==> config.mk <==
export PLATFORM = sky130hd
export DESIGN_NAME = bsp_ctrl
export DESIGN_NICKNAME = d
export VERILOG_FILES = /design/src/common/bsp_pkg.sv /design/src/bsp_ctrl.sv
export SDC_FILE = /design/constraint.sdc
export NUM_CORES = 1
export LEC_CHECK = 0
export BUFFER_PORTS_ARGS = -buffer_cell sky130_fd_sc_hd__buf_2
export CAP_MARGIN = 20
export CORE_MARGIN = 3
export CORE_UTILIZATION = 55
export CTS_BUF_LIST = sky130_fd_sc_hd__clkbuf_4
export DETAILED_ROUTE_END_ITERATION = 10
export GPL_TIMING_DRIVEN = 0
export MAX_ROUTING_LAYER = met4
export PLACE_DENSITY = 0.73
export SETUP_SLACK_MARGIN = 0.4
export SKIP_CTS_REPAIR_TIMING = 1
export SLEW_MARGIN = 30
export SYNTH_ARGS = -nofsm -noshare
export SYNTH_HDL_FRONTEND = slang
export SYNTH_SLANG_ARGS = --single-unit
==> constraint.sdc <==
create_clock -name clock -period 11.92 [get_ports clock]
set_input_delay 1.788 -clock clock [delete_from_list [all_inputs] [get_ports clock]]
set_output_delay 1.788 -clock clock [all_outputs]
set_load 0.01 [all_outputs]
==> src/common/bsp_pkg.sv <==
// constants, state types and timing counts for buck sequencing and protection.
// assumes a 250 MHz clock; analog comparators are resolved outside as logic levels.
// How it works
// - strap low: power-up steps code by code up to the boot code
// - strap high: power-up steps code by code to the applied voltage code
// - boot code gives 1.1 V on the base variant, 1.2 V on the alternative
// - graphics mode: a changed code is ignored for at least 400 ns
// - every accepted code change restarts the output-ok mask timer
// - the reference walks through every intermediate code to the final one
// - above the limit current, regulation holds average current at the limit
// - ripple mode by default, fixed-clock modulation while overloaded
// - output-ok lost during current limiting, wait 8 ms, then latch off
// - latch-off clears only by supply cycle or an enable low pulse
// - output below 200 mV at start-up clamps error level at 1.5 V minimum
// - continuous conduction drives the two gates complementary
// - discontinuous conduction turns low side off at the zero crossing
// - overvoltage forces low side high and high side low
// - overvoltage trip latches off until supply cycle or enable pulse
// - reverse voltage drops both gates; ends once above -100 mV
// - reverse monitoring stays active during overvoltage latch-off
// - switching starts only with supply ok and enable high
// - supply low or enable low shuts down, gates low, output-ok low
// - output-ok masked about 130 us after code change and soft-start
// - output-ok high only within -300 mV / +200 mV of the code voltage
// - fixed-clock during soft-start, overload and 110 us after code change
// - code zero is 1.5000 V, each increment lowers by 12.5 mV
package bsp_pkg;
   localparam int CLK_PERIOD_PS = 4000;
   localparam int SKEW_IGNORE_NS = 400;
   localparam int SKEW_CYC = (SKEW_IGNORE_NS * 1000 + CLK_PERIOD_PS - 1) / CLK_PERIOD_PS;
   localparam int MASK_US = 130;
   localparam int MASK_CYC = (MASK_US * 1000000) / CLK_PERIOD_PS;
   localparam int SOFT_TR_US = 110;
   localparam int SOFT_TR_CYC = (SOFT_TR_US * 1000000) / CLK_PERIOD_PS;
   localparam int LATCH_WAIT_MS = 8;
   localparam int LATCH_WAIT_CYC = (LATCH_WAIT_MS * 1000000) / 4 * 1000 / 1000;
   localparam int STEP_TICK_CYC = 250;
   localparam int CODE_W = 7;
   localparam logic [6:0] CODE_ZERO_V = 7'h7f;   // highest code, lowest voltage
   localparam logic [6:0] BOOT_CODE_BASE = 7'h20; // 1.1000 V
   localparam logic [6:0] BOOT_CODE_ALT = 7'h18;  // 1.2000 V
   localparam logic [15:0] CODE0_MV10 = 16'h3a98; // 1.5000 V in 0.1 mV
   localparam logic [15:0] STEP_MV10 = 16'h007d;  // 12.5 mV in 0.1 mV
   typedef enum logic [2:0] {
      BSP_OFF = 3'b000,
      BSP_RAMP = 3'b001,
      BSP_RUN = 3'b010,
      BSP_LIMIT_WAIT = 3'b011,
      BSP_LATCH = 3'b100,
      BSP_OV_LATCH = 3'b101
   } bsp_state_t;
endpackage : bsp_pkg

==> src/bsp_ctrl.sv <==
// sequencing, code stepping and protection for a single-phase buck controller.
// assumes comparator results arrive as synchronous logic levels; pwm_req from modulator.
`timescale 1ns/1ps
`default_nettype none
module bsp_ctrl
   import bsp_pkg::*;
#(
   parameter int STEP_TICK = STEP_TICK_CYC,
   parameter int MASK_CNT = MASK_CYC,
   parameter int SOFT_CNT = SOFT_TR_CYC,
   parameter int LATCH_CNT = LATCH_WAIT_CYC,
   parameter bit ALT_VARIANT = 1'b0
) (
   input wire logic clock,
   input wire logic srst,
   input wire logic graphics_mode_strap,
   input wire logic [CODE_W-1:0] voltage_id_code,
   input wire logic enable,
   input wire logic supply_ok_level,
   input wire logic supply_low_level,
   input wire logic overvoltage_trip,
   input wire logic rev_below_300mv,
   input wire logic rev_above_100mv,
   input wire logic current_over_limit,
   input wire logic out_below_200mv,
   input wire logic out_in_window,
   input wire logic sw_zero_cross,
   input wire logic pwm_req,
   output logic high_side_gate,
   output logic low_side_gate,
   output logic output_ok_flag,
   output logic ripple_mode,
   output logic current_limit_reg,
   output logic secondary_clamp,
   output logic [CODE_W-1:0] ref_code,
   output logic [15:0] ref_mv10,
   output logic latched_off
);
   // sequencing state and reference stepping
   bsp_state_t st_r;
   bsp_state_t st_nxt;
   logic [CODE_W-1:0] ref_r;
   logic [CODE_W-1:0] ref_nxt;
   logic [CODE_W-1:0] tgt_r;
   logic [CODE_W-1:0] tgt_nxt;
   logic [CODE_W-1:0] seen_r;
   logic [CODE_W-1:0] seen_nxt;
   // down-counters: skew filter, ok mask, soft transient, step tick, latch-off wait
   logic [31:0] skew_r;
   logic [31:0] skew_nxt;
   logic [31:0] mask_r;
   logic [31:0] mask_nxt;
   logic [31:0] soft_r;
   logic [31:0] soft_nxt;
   logic [31:0] tick_r;
   logic [31:0] tick_nxt;
   logic [31:0] lat_r;
   logic [31:0] lat_nxt;
   // reverse-voltage and light-load flags
   logic rv_r;
   logic rv_nxt;
   logic dcm_off_r;
   logic dcm_off_nxt;
   // registered gate drives, output-ok and reference level
   logic hs_r;
   logic hs_nxt;
   logic ls_r;
   logic ls_nxt;
   logic ok_r;
   logic ok_nxt;
   logic [15:0] mv_r;
   logic [15:0] mv_nxt;
   // decoded helpers
   logic [CODE_W-1:0] boot;
   logic run_ok;
   logic tick;
   logic masked;

   // boot code per variant
   assign boot = ALT_VARIANT ? BOOT_CODE_ALT : BOOT_CODE_BASE;
   // switching allowed only with supply good and enable high
   assign run_ok = supply_ok_level && !supply_low_level && enable;

   // step tick and ok-mask status
   assign tick = (tick_r == 32'h0);
   assign masked = (mask_r != 32'h0);

   // step tick for the reference walk
   always_comb begin
      tick_nxt = tick ? 32'(STEP_TICK - 1) : tick_r - 32'h1;
   end

   // reverse-voltage hysteresis, kept through every latch state; set wins
   always_comb begin
      rv_nxt = rv_r;
      if (rev_below_300mv) begin
         rv_nxt = 1'b1;
      end else if (rev_above_100mv) begin
         rv_nxt = 1'b0;
      end
   end

   // zero crossing ends the low-side pulse until the next high-side pulse
   always_comb begin
      dcm_off_nxt = dcm_off_r;
      if (pwm_req) begin
         dcm_off_nxt = 1'b0;
      end else if (sw_zero_cross) begin
         dcm_off_nxt = 1'b1;
      end
   end

   // reference level follows the next code, so it lines up with ref_code
   always_comb begin
      mv_nxt = CODE0_MV10 - 16'(STEP_MV10 * {9'h0, ref_nxt});
   end

   // next-state logic
   always_comb begin
      st_nxt = st_r;
      ref_nxt = ref_r;
      tgt_nxt = tgt_r;
      seen_nxt = seen_r;
      skew_nxt = (skew_r != 32'h0) ? skew_r - 32'h1 : 32'h0;
      mask_nxt = masked ? mask_r - 32'h1 : 32'h0;
      soft_nxt = (soft_r != 32'h0) ? soft_r - 32'h1 : 32'h0;
      lat_nxt = lat_r;
      // code change detection and skew filter in graphics mode
      if (graphics_mode_strap && voltage_id_code != seen_r) begin
         seen_nxt = voltage_id_code;
         skew_nxt = 32'(SKEW_CYC);
      end else if (graphics_mode_strap && skew_r == 32'h1 && st_r != BSP_OFF) begin
         if (tgt_r != seen_r) begin
            tgt_nxt = seen_r;
            mask_nxt = 32'(MASK_CNT);
            soft_nxt = 32'(SOFT_CNT);
         end
      end
      // reference walks one code per tick toward target
      if (st_r != BSP_OFF && tick && ref_r != tgt_r) begin
         ref_nxt = (ref_r > tgt_r) ? ref_r - 7'h1 : ref_r + 7'h1;
      end
      case (st_r)
         BSP_OFF: begin
            ref_nxt = CODE_ZERO_V;
            lat_nxt = 32'h0;
            if (run_ok) begin
               tgt_nxt = graphics_mode_strap ? voltage_id_code : boot;
               seen_nxt = voltage_id_code;
               mask_nxt = 32'(MASK_CNT);
               st_nxt = BSP_RAMP;
            end
         end
         BSP_RAMP: begin
            mask_nxt = 32'(MASK_CNT);
            if (ref_r == tgt_r && tick) begin
               st_nxt = BSP_RUN;
            end
         end
         BSP_RUN: begin
            if (current_over_limit && !ok_r && !masked) begin
               lat_nxt = 32'(LATCH_CNT);
               st_nxt = BSP_LIMIT_WAIT;
            end
         end
         BSP_LIMIT_WAIT: begin
            lat_nxt = lat_r - 32'h1;
            if (out_in_window) begin
               st_nxt = BSP_RUN;
            end else if (lat_r == 32'h1) begin
               st_nxt = BSP_LATCH;
            end
         end
         BSP_LATCH, BSP_OV_LATCH: begin
            st_nxt = st_r;
         end
         default: st_nxt = BSP_OFF;
      endcase
      if (overvoltage_trip && st_r != BSP_OFF) begin
         st_nxt = BSP_OV_LATCH;
      end
      // enable low or supply low shuts down and clears any latch
      if (!run_ok) begin
         st_nxt = BSP_OFF;
      end
   end

   // gate and flag decode
   always_comb begin
      hs_nxt = 1'b0;
      ls_nxt = 1'b0;
      ok_nxt = 1'b0;
      case (st_nxt)
         BSP_OV_LATCH: begin
            ls_nxt = !rv_nxt;
         end
         BSP_RAMP, BSP_RUN, BSP_LIMIT_WAIT: begin
            if (!rv_nxt) begin
               hs_nxt = pwm_req;
               ls_nxt = !pwm_req && !dcm_off_nxt;
            end
            ok_nxt = (st_nxt != BSP_RAMP) && (mask_nxt != 32'h0 || out_in_window);
         end
         default: begin
            hs_nxt = 1'b0;
            ls_nxt = 1'b0;
         end
      endcase
      if (overvoltage_trip && st_nxt != BSP_OFF) begin
         hs_nxt = 1'b0;
      end
   end

   // state and reference registers
   always_ff @(posedge clock) begin
      if (srst) begin
         st_r <= BSP_OFF;
         ref_r <= CODE_ZERO_V;
         tgt_r <= CODE_ZERO_V;
         seen_r <= 7'h0;
      end else begin
         st_r <= st_nxt;
         ref_r <= ref_nxt;
         tgt_r <= tgt_nxt;
         seen_r <= seen_nxt;
      end
   end

   // timer registers
   always_ff @(posedge clock) begin
      if (srst) begin
         skew_r <= 32'h0;
         mask_r <= 32'h0;
         soft_r <= 32'h0;
         lat_r <= 32'h0;
      end else begin
         skew_r <= skew_nxt;
         mask_r <= mask_nxt;
         soft_r <= soft_nxt;
         lat_r <= lat_nxt;
      end
   end

   // step tick register
   always_ff @(posedge clock) begin
      if (srst) begin
         tick_r <= 32'h0;
      end else begin
         tick_r <= tick_nxt;
      end
   end

   // reverse and light-load flag registers
   always_ff @(posedge clock) begin
      if (srst) begin
         rv_r <= 1'b0;
         dcm_off_r <= 1'b0;
      end else begin
         rv_r <= rv_nxt;
         dcm_off_r <= dcm_off_nxt;
      end
   end

   // gate drive and output-ok registers
   always_ff @(posedge clock) begin
      if (srst) begin
         hs_r <= 1'b0;
         ls_r <= 1'b0;
         ok_r <= 1'b0;
      end else begin
         hs_r <= hs_nxt;
         ls_r <= ls_nxt;
         ok_r <= ok_nxt;
      end
   end

   // reference level register
   always_ff @(posedge clock) begin
      if (srst) begin
         mv_r <= CODE0_MV10 - 16'(STEP_MV10 * {9'h0, CODE_ZERO_V});
      end else begin
         mv_r <= mv_nxt;
      end
   end

   // gate drives and output-ok
   assign high_side_gate = hs_r;
   assign low_side_gate = ls_r;
   assign output_ok_flag = ok_r;

   // stepping reference and its voltage
   assign ref_code = ref_r;
   assign ref_mv10 = mv_r;

   // limit regulation whenever switching, start-up clamp, mode and latch status
   assign current_limit_reg = current_over_limit
      && (st_r == BSP_RAMP || st_r == BSP_RUN || st_r == BSP_LIMIT_WAIT);
   assign secondary_clamp = (st_r == BSP_RAMP) && out_below_200mv;
   assign ripple_mode = !((st_r == BSP_RAMP) || current_over_limit || soft_r != 32'h0);
   assign latched_off = (st_r == BSP_LATCH) || (st_r == BSP_OV_LATCH);
endmodule : bsp_ctrl
`default_nettype wire

==> results of run 1 <==
==> metrics by stage <==
step | total power, W | utilization (%)
floorplan | 0.00185 | -
global placement | 0.00203 | 59.9
detailed placement | 0.00206 | 59.9
CTS | 0.00266 | 63.3
global route | 0.00287 | 63.4
finish | 0.00264 | 63.4
==> metal layers <==
layer / GRT usage, % / wire length (um)
met1: 28.6 / 10800
met2: 36.2 / 10900
met3: 4.81 / 1150
met4: 7.48 / 443
met5: - / 0
==> cell usage in the layout, fill, tap and decap left out, types with 35 or more instances in the layout <==
cell	n
clkbuf_4	76
xor2_1	47
buf_2	52
o21ai_0	37
nor3_1	69
xnor2_1	101
dfxtp_1	203
nand2_1	86
clkbuf_1	35
ha_1	57
inv_1	71
a21oi_1	59
nor2_1	197
or3_1	40
==> sequential cells by signal, summed over array words and instances (netlist names), 7 cells and up <==
name and count:
tick_r 32, ref_mv10 14, soft_r 32, mask_r 32
skew_r 32, ref_code 7, seen_r 7, lat_r 32
tgt_r 7
==> worst max-delay path by stage <==
stage                      startpoint  slack (ns)           end  cells after the start
after floorplan           ref_code[0]        5.50  ref_mv10[13]                     29
after global placement    ref_code[0]        4.79  ref_mv10[13]                     28
after detailed placement  ref_code[0]        4.62  ref_mv10[13]                     28
after CTS                 ref_code[0]        4.56  ref_mv10[13]                     28
after global routing      ref_code[0]        3.77  ref_mv10[13]                     28
final                     ref_code[0]        4.53  ref_mv10[13]                     28
==> worst max-delay path: cells and delay by family, from the launching register on <==
| kind | cells | cell delay (ns) |
|---|---|---|
| simple gates | 4 | 1.12 |
| mux | 1 | 0.18 |
| fa+ha+maj | 7 | 2.46 |
| xor+xnor | 1 | 0.17 |
| compound gates | 13 | 2.78 |
| buf+inv | 2 | 0.16 |
| flops | 1 | 0.45 |
==> kinds of logic (layout without fill, tap and decap cells) <==
logic type / Yosys count / in the layout / synth area share [%]
other: 0 / 7 / 0
DFF: 203 / 203 / 37.6
adders and majority gates: 76 / 76 / 10.1
xor gates and xnor gates: 148 / 148 / 12.0
muxes: 17 / 17 / 1.70
and+or+nand+nor: 554 / 554 / 25.5
buffers and inverters: 116 / 260 / 4.20
AOI/OAI and AO/OA: 160 / 160 / 8.98
==> power groups by stage <==
| stage | logic (W) | clock network (W) | registers, W |
|---|---|---|---|
| floorplan | 0.000890 | 0 | 0.000960 |
| global placement | 0.00105 | 0 | 0.000980 |
| detailed placement | 0.00107 | 0 | 0.000984 |
| CTS | 0.00108 | 0.000604 | 0.000972 |
| global route | 0.00123 | 0.000636 | 0.00100 |
| finish | 0.00108 | 0.000581 | 0.000974 |
==> area by class of cell <==
| type | count | area, um2 | area share [%] |
|---|---|---|---|
| multi-input combinational | 955 | 6300 | 52.3 |
| tap | 260 | 325 | 2.70 |
| timing repair buffer | 49 | 245 | 2.03 |
| sequential | 203 | 4060 | 33.7 |
| buffer | 44 | 184 | 1.53 |
| clock inverter | 19 | 76.3 | 0.633 |
| inverter | 72 | 270 | 2.24 |
| antenna | 7 | 17.5 | 0.145 |
| clock buffer | 76 | 571 | 4.73 |
==> results_dict.tcl, run 1 <==
set metrics [dict create \
    rr_endpoint "ref_mv10[13]" \
    critPathMaxStageDelay_ns 0.69 \
    hold_path_depth 1 \
    synthToLayoutAreaGrowth_pct 11.4 \
    hpwl_um 17000 \
    rr_worst_depth 28 \
    synth-async-reset-ratio_pct 0 \
    dpl-instance-area_um2 11400 \
    synth_area_per_cell_um2 8.49 \
    synth_most_common_cell "dfxtp_1" \
    io_buffers 49 \
    fin_crit_sh_pct 62.0 \
    viasPerCell 5.30 \
    stdcell_area_um2 12100 \
    grt_pass1_wl_um 40300 \
    wl_per_cell_um 13.8 \
    rsz0062_at_grt "no" \
    pre_cts_ws_ns 4.62 \
    clkLatencyLatePin_ns 0.67 \
    nFillCells 1773 \
    setup_viol 0 \
    synth_common_cells "203 x dfxtp_1, 197 x nor2_1, 101 x xnor2_1" \
    grt_use_total_pct 22.6 \
    cp_slowest_cell "o41ai_1" \
    critical_path_required_ns 12.51 \
    cts_max_path_buffers 3 \
    cp_max_fo 6 \
    postRouteAntennaNets 0 \
    seq_area_frac_synth_pct 37.6 \
    core_um2 19000 \
    yosysUniqueCellTypes 66 \
    grt_overflow 0 \
    yosys_register_bits 203 \
    status "finished clean" \
    sequentialPowerShare_pct 36.9 \
    cts_made_buffers 54 \
    p_sw_share_pct 38.9 \
    die_w_um 146 \
    p_int_w 0.00161 \
    max_freq_mhz 135 \
    ioPinCount 51 \
    dieHeight_um 146 \
    setup-tns-final_ns 0 \
    critPathCaptureType "flop" \
    period_minus_slack_ns 7.39 \
    synth_edf_count 0 \
    rows 50 \
    start_kind "flop" \
    setup_ws_ns 4.53 \
    worstSetupPathType "reg2reg" \
    grt_pass1_vias 8741 \
    initial_core_util_pct 56.9 \
    power.density_nw_per_um2 219 \
    synthTopCellsByArea "dfxtp_1 38%, xnor2_1 8.2%, nor2_1 6.8%" \
    synth-main-ff-cell "dfxtp_1" \
    num_vias 8929 \
    yosys_warnings 0 \
    synth_cells 1274 \
    ir_worst_vdd_uv 103 \
    cts.sinks 203 \
    dp.cells 1583 \
    drt-initial-drc-count 437 \
    r2r_setup_slack_ns 4.53 \
    drt-total-wl_um 23300 \
    grt_max_degree 15 \
    final-max-slew-violation-count 0 \
    post-synth-top-area-cell "dfxtp_1" \
    instances_no_fill 1685 \
    gp_congestion 0.863 \
    switchingPower_w 0.00103 \
    die-area_um2 21400 \
    hold_class "reg2reg" \
    min_to "mask_r[0]" \
    cap_violations 0 \
    layout-drive-gt1-share_pct 11.6 \
    reg2reg_from "ref_code[0]" \
    syn-num-nets 1371 \
    leakagePower_nw 5.24 \
    remaining_drc_errors 0 \
    slew_headroom_pct 38.6 \
    clk_pin_slew_ns 0.06 \
    cts_tree "yes" \
    p_comb_share_pct 41.0 \
    cpMostUsedCell "ha_1" \
    synth_area_um2 10800 \
    drt_pass1_iterations 5 \
    antenna_found_initial 7 \
    hold_viol 0 \
    fin_nets 1476 \
    hp-start "mask_r[0]" \
    pwr-share-clk_pct 22.0 \
    clock_skew_ns 0.0260 \
    cts_root_buffer "clkbuf_4" \
    htree_levels 2 \
    synth_top_area_share_pct 37.6 \
    cp.arrival_ns 7.98 \
    whs_ns 0.449 \
    tightest_slew_ns 0.909 \
]
Power figures use the tool's default switching activity.
==> inputs of run 2 (changes only) <==
- ABC_AREA: unset -> 1
- PLACE_DENSITY: 0.73 -> 0.72
- clock period: 11.92 -> 7.4 ns (I/O delays scaled with it)
==> results_dict.tcl, run 2 <==
set metrics [dict create \
    syn-num-nets 1817 \
    power_w 0.00464 \
    post-synth-top-area-cell "dfxtp_1" \
    switchingPower_w 0.00202 \
    synthTopCellsByArea "dfxtp_1 34%, nor2_1 10%, nand2_1 10%" \
    hold_class "reg2reg" \
    dieHeight_um 154 \
    p_comb_share_pct 45.6 \
    critPathCaptureType "flop" \
    setup_viol 0 \
    initial_core_util_pct 56.6 \
    worstSetupPathType "reg2reg" \
    synth_cells 1720 \
    tightest_slew_ns 0.824 \
    gp_congestion 0.919 \
    die-area_um2 23700 \
    instances_no_fill 2143 \
    yosys_warnings 0 \
    drt-total-wl_um 27700 \
    synth-async-reset-ratio_pct 0 \
    slew_headroom_pct 44.9 \
    yosysUniqueCellTypes 55 \
    final_cell_mix "335 x nor2_1, 325 x nand2_1, 223 x inv_1" \
    leakagePower_nw 6.52 \
    io_buffers 49 \
    critical_path_required_ns 7.92 \
    pwr-share-clk_pct 21.5 \
    hold_viol 0 \
    num_vias 11000 \
    htree_levels 2 \
    synth_area_um2 12000 \
    synth_most_common_cell "nor2_1" \
    seq_area_frac_synth_pct 33.8 \
    rows 53 \
    cts_root_buffer "clkbuf_4" \
    synthToLayoutAreaGrowth_pct 10.8 \
    final_common_cell "nor2_1" \
    grt_overflow 0 \
    hpwl_um 21000 \
    drt_pass1_iterations 5 \
    synth_common_cells "335 x nor2_1, 325 x nand2_1, 223 x inv_1" \
    synth_edf_count 0 \
    grt_use_total_pct 24.3 \
    synth_area_per_cell_um2 6.99 \
    layout-drive-gt1-share_pct 12.4 \
    status "finished clean" \
    sequentialPowerShare_pct 32.9 \
    clkLatencyLatePin_ns 0.68 \
    dp.cells 2044 \
    grt_pass1_wl_um 47400 \
    cts_made_buffers 55 \
    fin_nets 1923 \
    max_freq_mhz 153 \
    yosys_register_bits 203 \
    cp_max_fo 7 \
    rsz0062_at_grt "no" \
    power.density_nw_per_um2 348 \
    synth-main-ff-cell "dfxtp_1" \
    cap_violations 0 \
    clk_pin_slew_ns 0.06 \
    die_w_um 154 \
    final-max-slew-violation-count 0 \
    period_minus_slack_ns 6.54 \
    clock_skew_ns 0.0283 \
    start_kind "flop" \
    cpMostUsedCell "nand3_1" \
    grt_max_degree 15 \
    cts_max_path_buffers 3 \
    postRouteAntennaNets 0 \
    wl_per_cell_um 12.9 \
    cts_tree "yes" \
    cp.arrival_ns 7.06 \
    p_int_w 0.00261 \
    cts.sinks 203 \
    synth_top_area_share_pct 33.8 \
    cp_slowest_cell "o21ai_1" \
    core_um2 21200 \
    ioPinCount 51 \
    antenna_found_initial 2 \
    drt-initial-drc-count 698 \
    grt_pass1_vias 10400 \
    setup-tns-final_ns 0 \
    fin_crit_sh_pct 88.3 \
    viasPerCell 5.13 \
    ir_worst_vdd_uv 250 \
    critPathMaxStageDelay_ns 0.57 \
    remaining_drc_errors 0 \
    p_sw_share_pct 43.6 \
]
run 2: cell count changes after synthesis, moves of 39 or more:
| cell | delta |
|---|---|
| nor2_1 | +138 |
| nand3_1 | +51 |
| inv_1 | +152 |
| nand2_1 | +239 |
| xnor2_1 | -74 |
| or3_1 | -39 |
run 2: cell families after synthesis:
family	synth area share, %
compound gates	9.82
xor+xnor	5.54
fa+ha+maj	9.10
buf+inv	8.44
flops	33.8
mux	0.0833
simple gates	33.2
run 2: final cells by class:
cell class	count	area [um2]
buffer	28	138
antenna	2	5.00
inverter	231	877
fill	2000	7910
tap	275	344
sequential	203	4060
clock buffer	88	661
multi-input combinational	1258	6940
timing repair buffer	49	245
clock inverter	9	37.5
run 2: path summary, 6_finish.rpt:
| path | startpoint | endpoint | depth (start not counted) | slack, ns |
|---|---|---|---|---|
| setup / recovery | tgt_r[6] | ref_mv10[13] | 32 | 0.86 |
| hold / removal | mask_r[0] | mask_r[0] | 1 | 0.43 |
| setup reg to reg | tgt_r[6] | ref_mv10[13] | 32 | 0.86 |
| hold reg to reg | mask_r[0] | mask_r[0] | 1 | 0.43 |
run 2: power groups by stage:
stage	registers (W)	clock network, W	logic [W]
final	0.00153	0.000997	0.00211
after global routing	0.00156	0.00108	0.00243
after CTS	0.00152	0.00103	0.00211
after detailed placement	0.00154	0	0.00209
after global placement	0.00154	0	0.00206
after floorplan	0.00150	0	0.00170
run 2: metal layers:
metal,routed length (um),vias to the layer above,global-route usage (%)
li1,-,5741,-
met1,13100,4931,31.7
met2,12200,263,38.0
met3,1670,66,4.50
met4,803,0,8.41
met5,0,-,-
run 2: per-stage QoR:
stage | worst slack, ns | util (%) | hold slack, ns | area [um2]
global route | 0.444 | 62.7 | 0.471 | 13300
floorplan | 1.65 | - | 0.401 | 12000
finish | 0.865 | 62.7 | 0.430 | 13300
CTS | 0.958 | 62.7 | 0.430 | 13300
global placement | 1.08 | 59.4 | 0.408 | 12600
detailed placement | 0.968 | 59.4 | 0.420 | 12600
run 2: worst max-delay path: cells and delay by family (launching register included):
family          cells  cell delay, ns
fa+ha+maj           7            2.74
compound gates      4            0.94
simple gates       16            1.98
buf+inv             5            0.35
flops               1            0.35
==> inputs of run 3 (changes only) <==
--- a/config.mk
+++ b/config.mk
@@ -10,10 +10,9 @@
 export CAP_MARGIN = 20
 export CORE_MARGIN = 3
-export CORE_UTILIZATION = 55
+export CORE_UTILIZATION = 45
 export CTS_BUF_LIST = sky130_fd_sc_hd__clkbuf_4
 export DETAILED_ROUTE_END_ITERATION = 10
 export GPL_TIMING_DRIVEN = 0
 export MAX_ROUTING_LAYER = met4
-export PLACE_DENSITY = 0.72
 export SETUP_SLACK_MARGIN = 0.4
 export SKIP_CTS_REPAIR_TIMING = 1
==> constraint.sdc (replaced) <==
create_clock -name clock -period 7.4 [get_ports clock]
set_input_delay 1.48 -clock clock [delete_from_list [all_inputs] [get_ports clock]]
set_output_delay 1.48 -clock clock [all_outputs]
set_load 0.01 [all_outputs]
==> results_dict.tcl, run 3 (synthesis results as in run 2) <==
set metrics [dict create \
    grt_max_degree 15 \
    setup_ws_ns 1.01 \
    initial_core_util_pct 46.0 \
    hold_viol 0 \
    viasPerCell 4.92 \
    drt-total-wl_um 29300 \
    ioPinCount 51 \
    setup-tns-final_ns 0 \
    cap_violations 0 \
    clock_skew_ns 0.0567 \
    grt_most_used_layer "met2" \
    rsz0062_at_grt "no" \
    critPathCaptureType "flop" \
    cp_max_fo 6 \
    cpMostUsedCell "inv_1" \
    grt_overflow 0 \
    rows 59 \
    setup_viol 0 \
    postRouteAntennaNets 0 \
    cts.sinks 203 \
    antenna_found_initial 2 \
    status "finished clean" \
    max_freq_mhz 156 \
    die-area_um2 28700 \
    final-max-slew-violation-count 0 \
    htree_levels 2 \
    pre_cts_ws_ns 0.885 \
    power.density_nw_per_um2 348 \
    fin_crit_sh_pct 86.4 \
    layout-drive-gt1-share_pct 12.6 \
    hold_class "reg2reg" \
    nFillCells 2712 \
    grt_pass1_vias 10500 \
    tightest_slew_ns 0.819 \
    start_kind "flop" \
    drt-initial-drc-count 619 \
    core_um2 26100 \
    slew_headroom_pct 45.2 \
    hpwl_um 22300 \
    period_minus_slack_ns 6.40 \
    drt_pass1_iterations 5 \
    worstSetupPathType "reg2reg" \
    gp_congestion 0.898 \
    wl_per_cell_um 13.3 \
    cts_root_buffer "clkbuf_4" \
    final_cell_mix "335 x nor2_1, 325 x nand2_1, 223 x inv_1" \
    die_w_um 169 \
    cts_max_path_buffers 3 \
    synthToLayoutAreaGrowth_pct 11.6 \
    remaining_drc_errors 0 \
    critical_path_required_ns 7.94 \
    postLayoutCoreUtil_pct 51.4 \
    leakagePower_nw 6.54 \
    critPathMaxStageDelay_ns 0.52 \
    dp.cells 2104 \
    cts_made_buffers 57 \
    clkLatencyLatePin_ns 0.69 \
    cts_tree "yes" \
    io_buffers 49 \
    fin_nets 1925 \
    instances_no_fill 2208 \
    grtUsageMet2_pct 33.1 \
    cp.arrival_ns 6.94 \
    ir_worst_vdd_uv 195 \
    final_common_cell "nor2_1" \
    grt_use_total_pct 21.1 \
    grt_pass1_wl_um 49100 \
    clk_pin_slew_ns 0.06 \
    power_w 0.00467 \
    num_vias 10900 \
    grt_use_met1_pct 28.2 \
    dieHeight_um 169 \
    cp_slowest_cell "fa_1" \
    r2r_setup_slack_ns 1.01 \
    use_met3_pct 3.82 \
]
run 3: cell count changes in the layout (fill, tap and decap cells not counted), sizes merged:
| cell | delta |
|---|---|
| clkbuf | +2 |
| clkinv | +3 |
run 3: layout make-up:
type	instances	area, um2	area share (%)
multi-input cells	1258	6950	51.8
flip-flops and latches	203	4060	30.3
inverters	231	877	6.54
clock buffers	90	676	5.03
well taps	335	419	3.12
repair buffers	49	245	1.83
plain buffers	28	138	1.03
clock inverters	12	51.3	0.382
diodes	2	5.00	0.0373
run 3: final timing paths:
check,cells after the start,startpoint,to
setup reg to reg,28,tgt_r[6],ref_mv10[14]
setup / recovery,28,tgt_r[6],ref_mv10[14]
hold / removal,1,mask_r[0],mask_r[0]
hold reg to reg,1,mask_r[0],mask_r[0]
run 3: power breakdown:
part	switching, W	total (W)	internal, W
logic	0.00137	0.00213	0.000760
clock network	0.000473	0.00102	0.000548
registers	0.000205	0.00153	0.00132
total	0.00204	0.00467	0.00263
run 3: per-layer routing:
metal	share of wire (%)	up-vias
met3	5.1	44
met5	0	-
met1	49	4867
li1	-	5736
met4	1.9	0
met2	44	212
run 3: worst max-delay path: cells and delay by family (launching register included):
kind                       cells  cell delay [ns]
DFF                            1             0.34
adders and majority gates      7             2.95
AOI/OAI and AO/OA              4             0.93
buffers and inverters          6             0.49
and+or+nand+nor               10             1.39
xor gates and xnor gates       1             0.15
run 3: per-stage QoR:
stage / hold WS, ns / instance area, um2
final: 0.430 / 13400
after global routing: 0.437 / 13400
after detailed placement: 0.420 / 12700
after floorplan: 0.401 / 12000
after CTS: 0.429 / 13400
after global placement: 0.408 / 12700
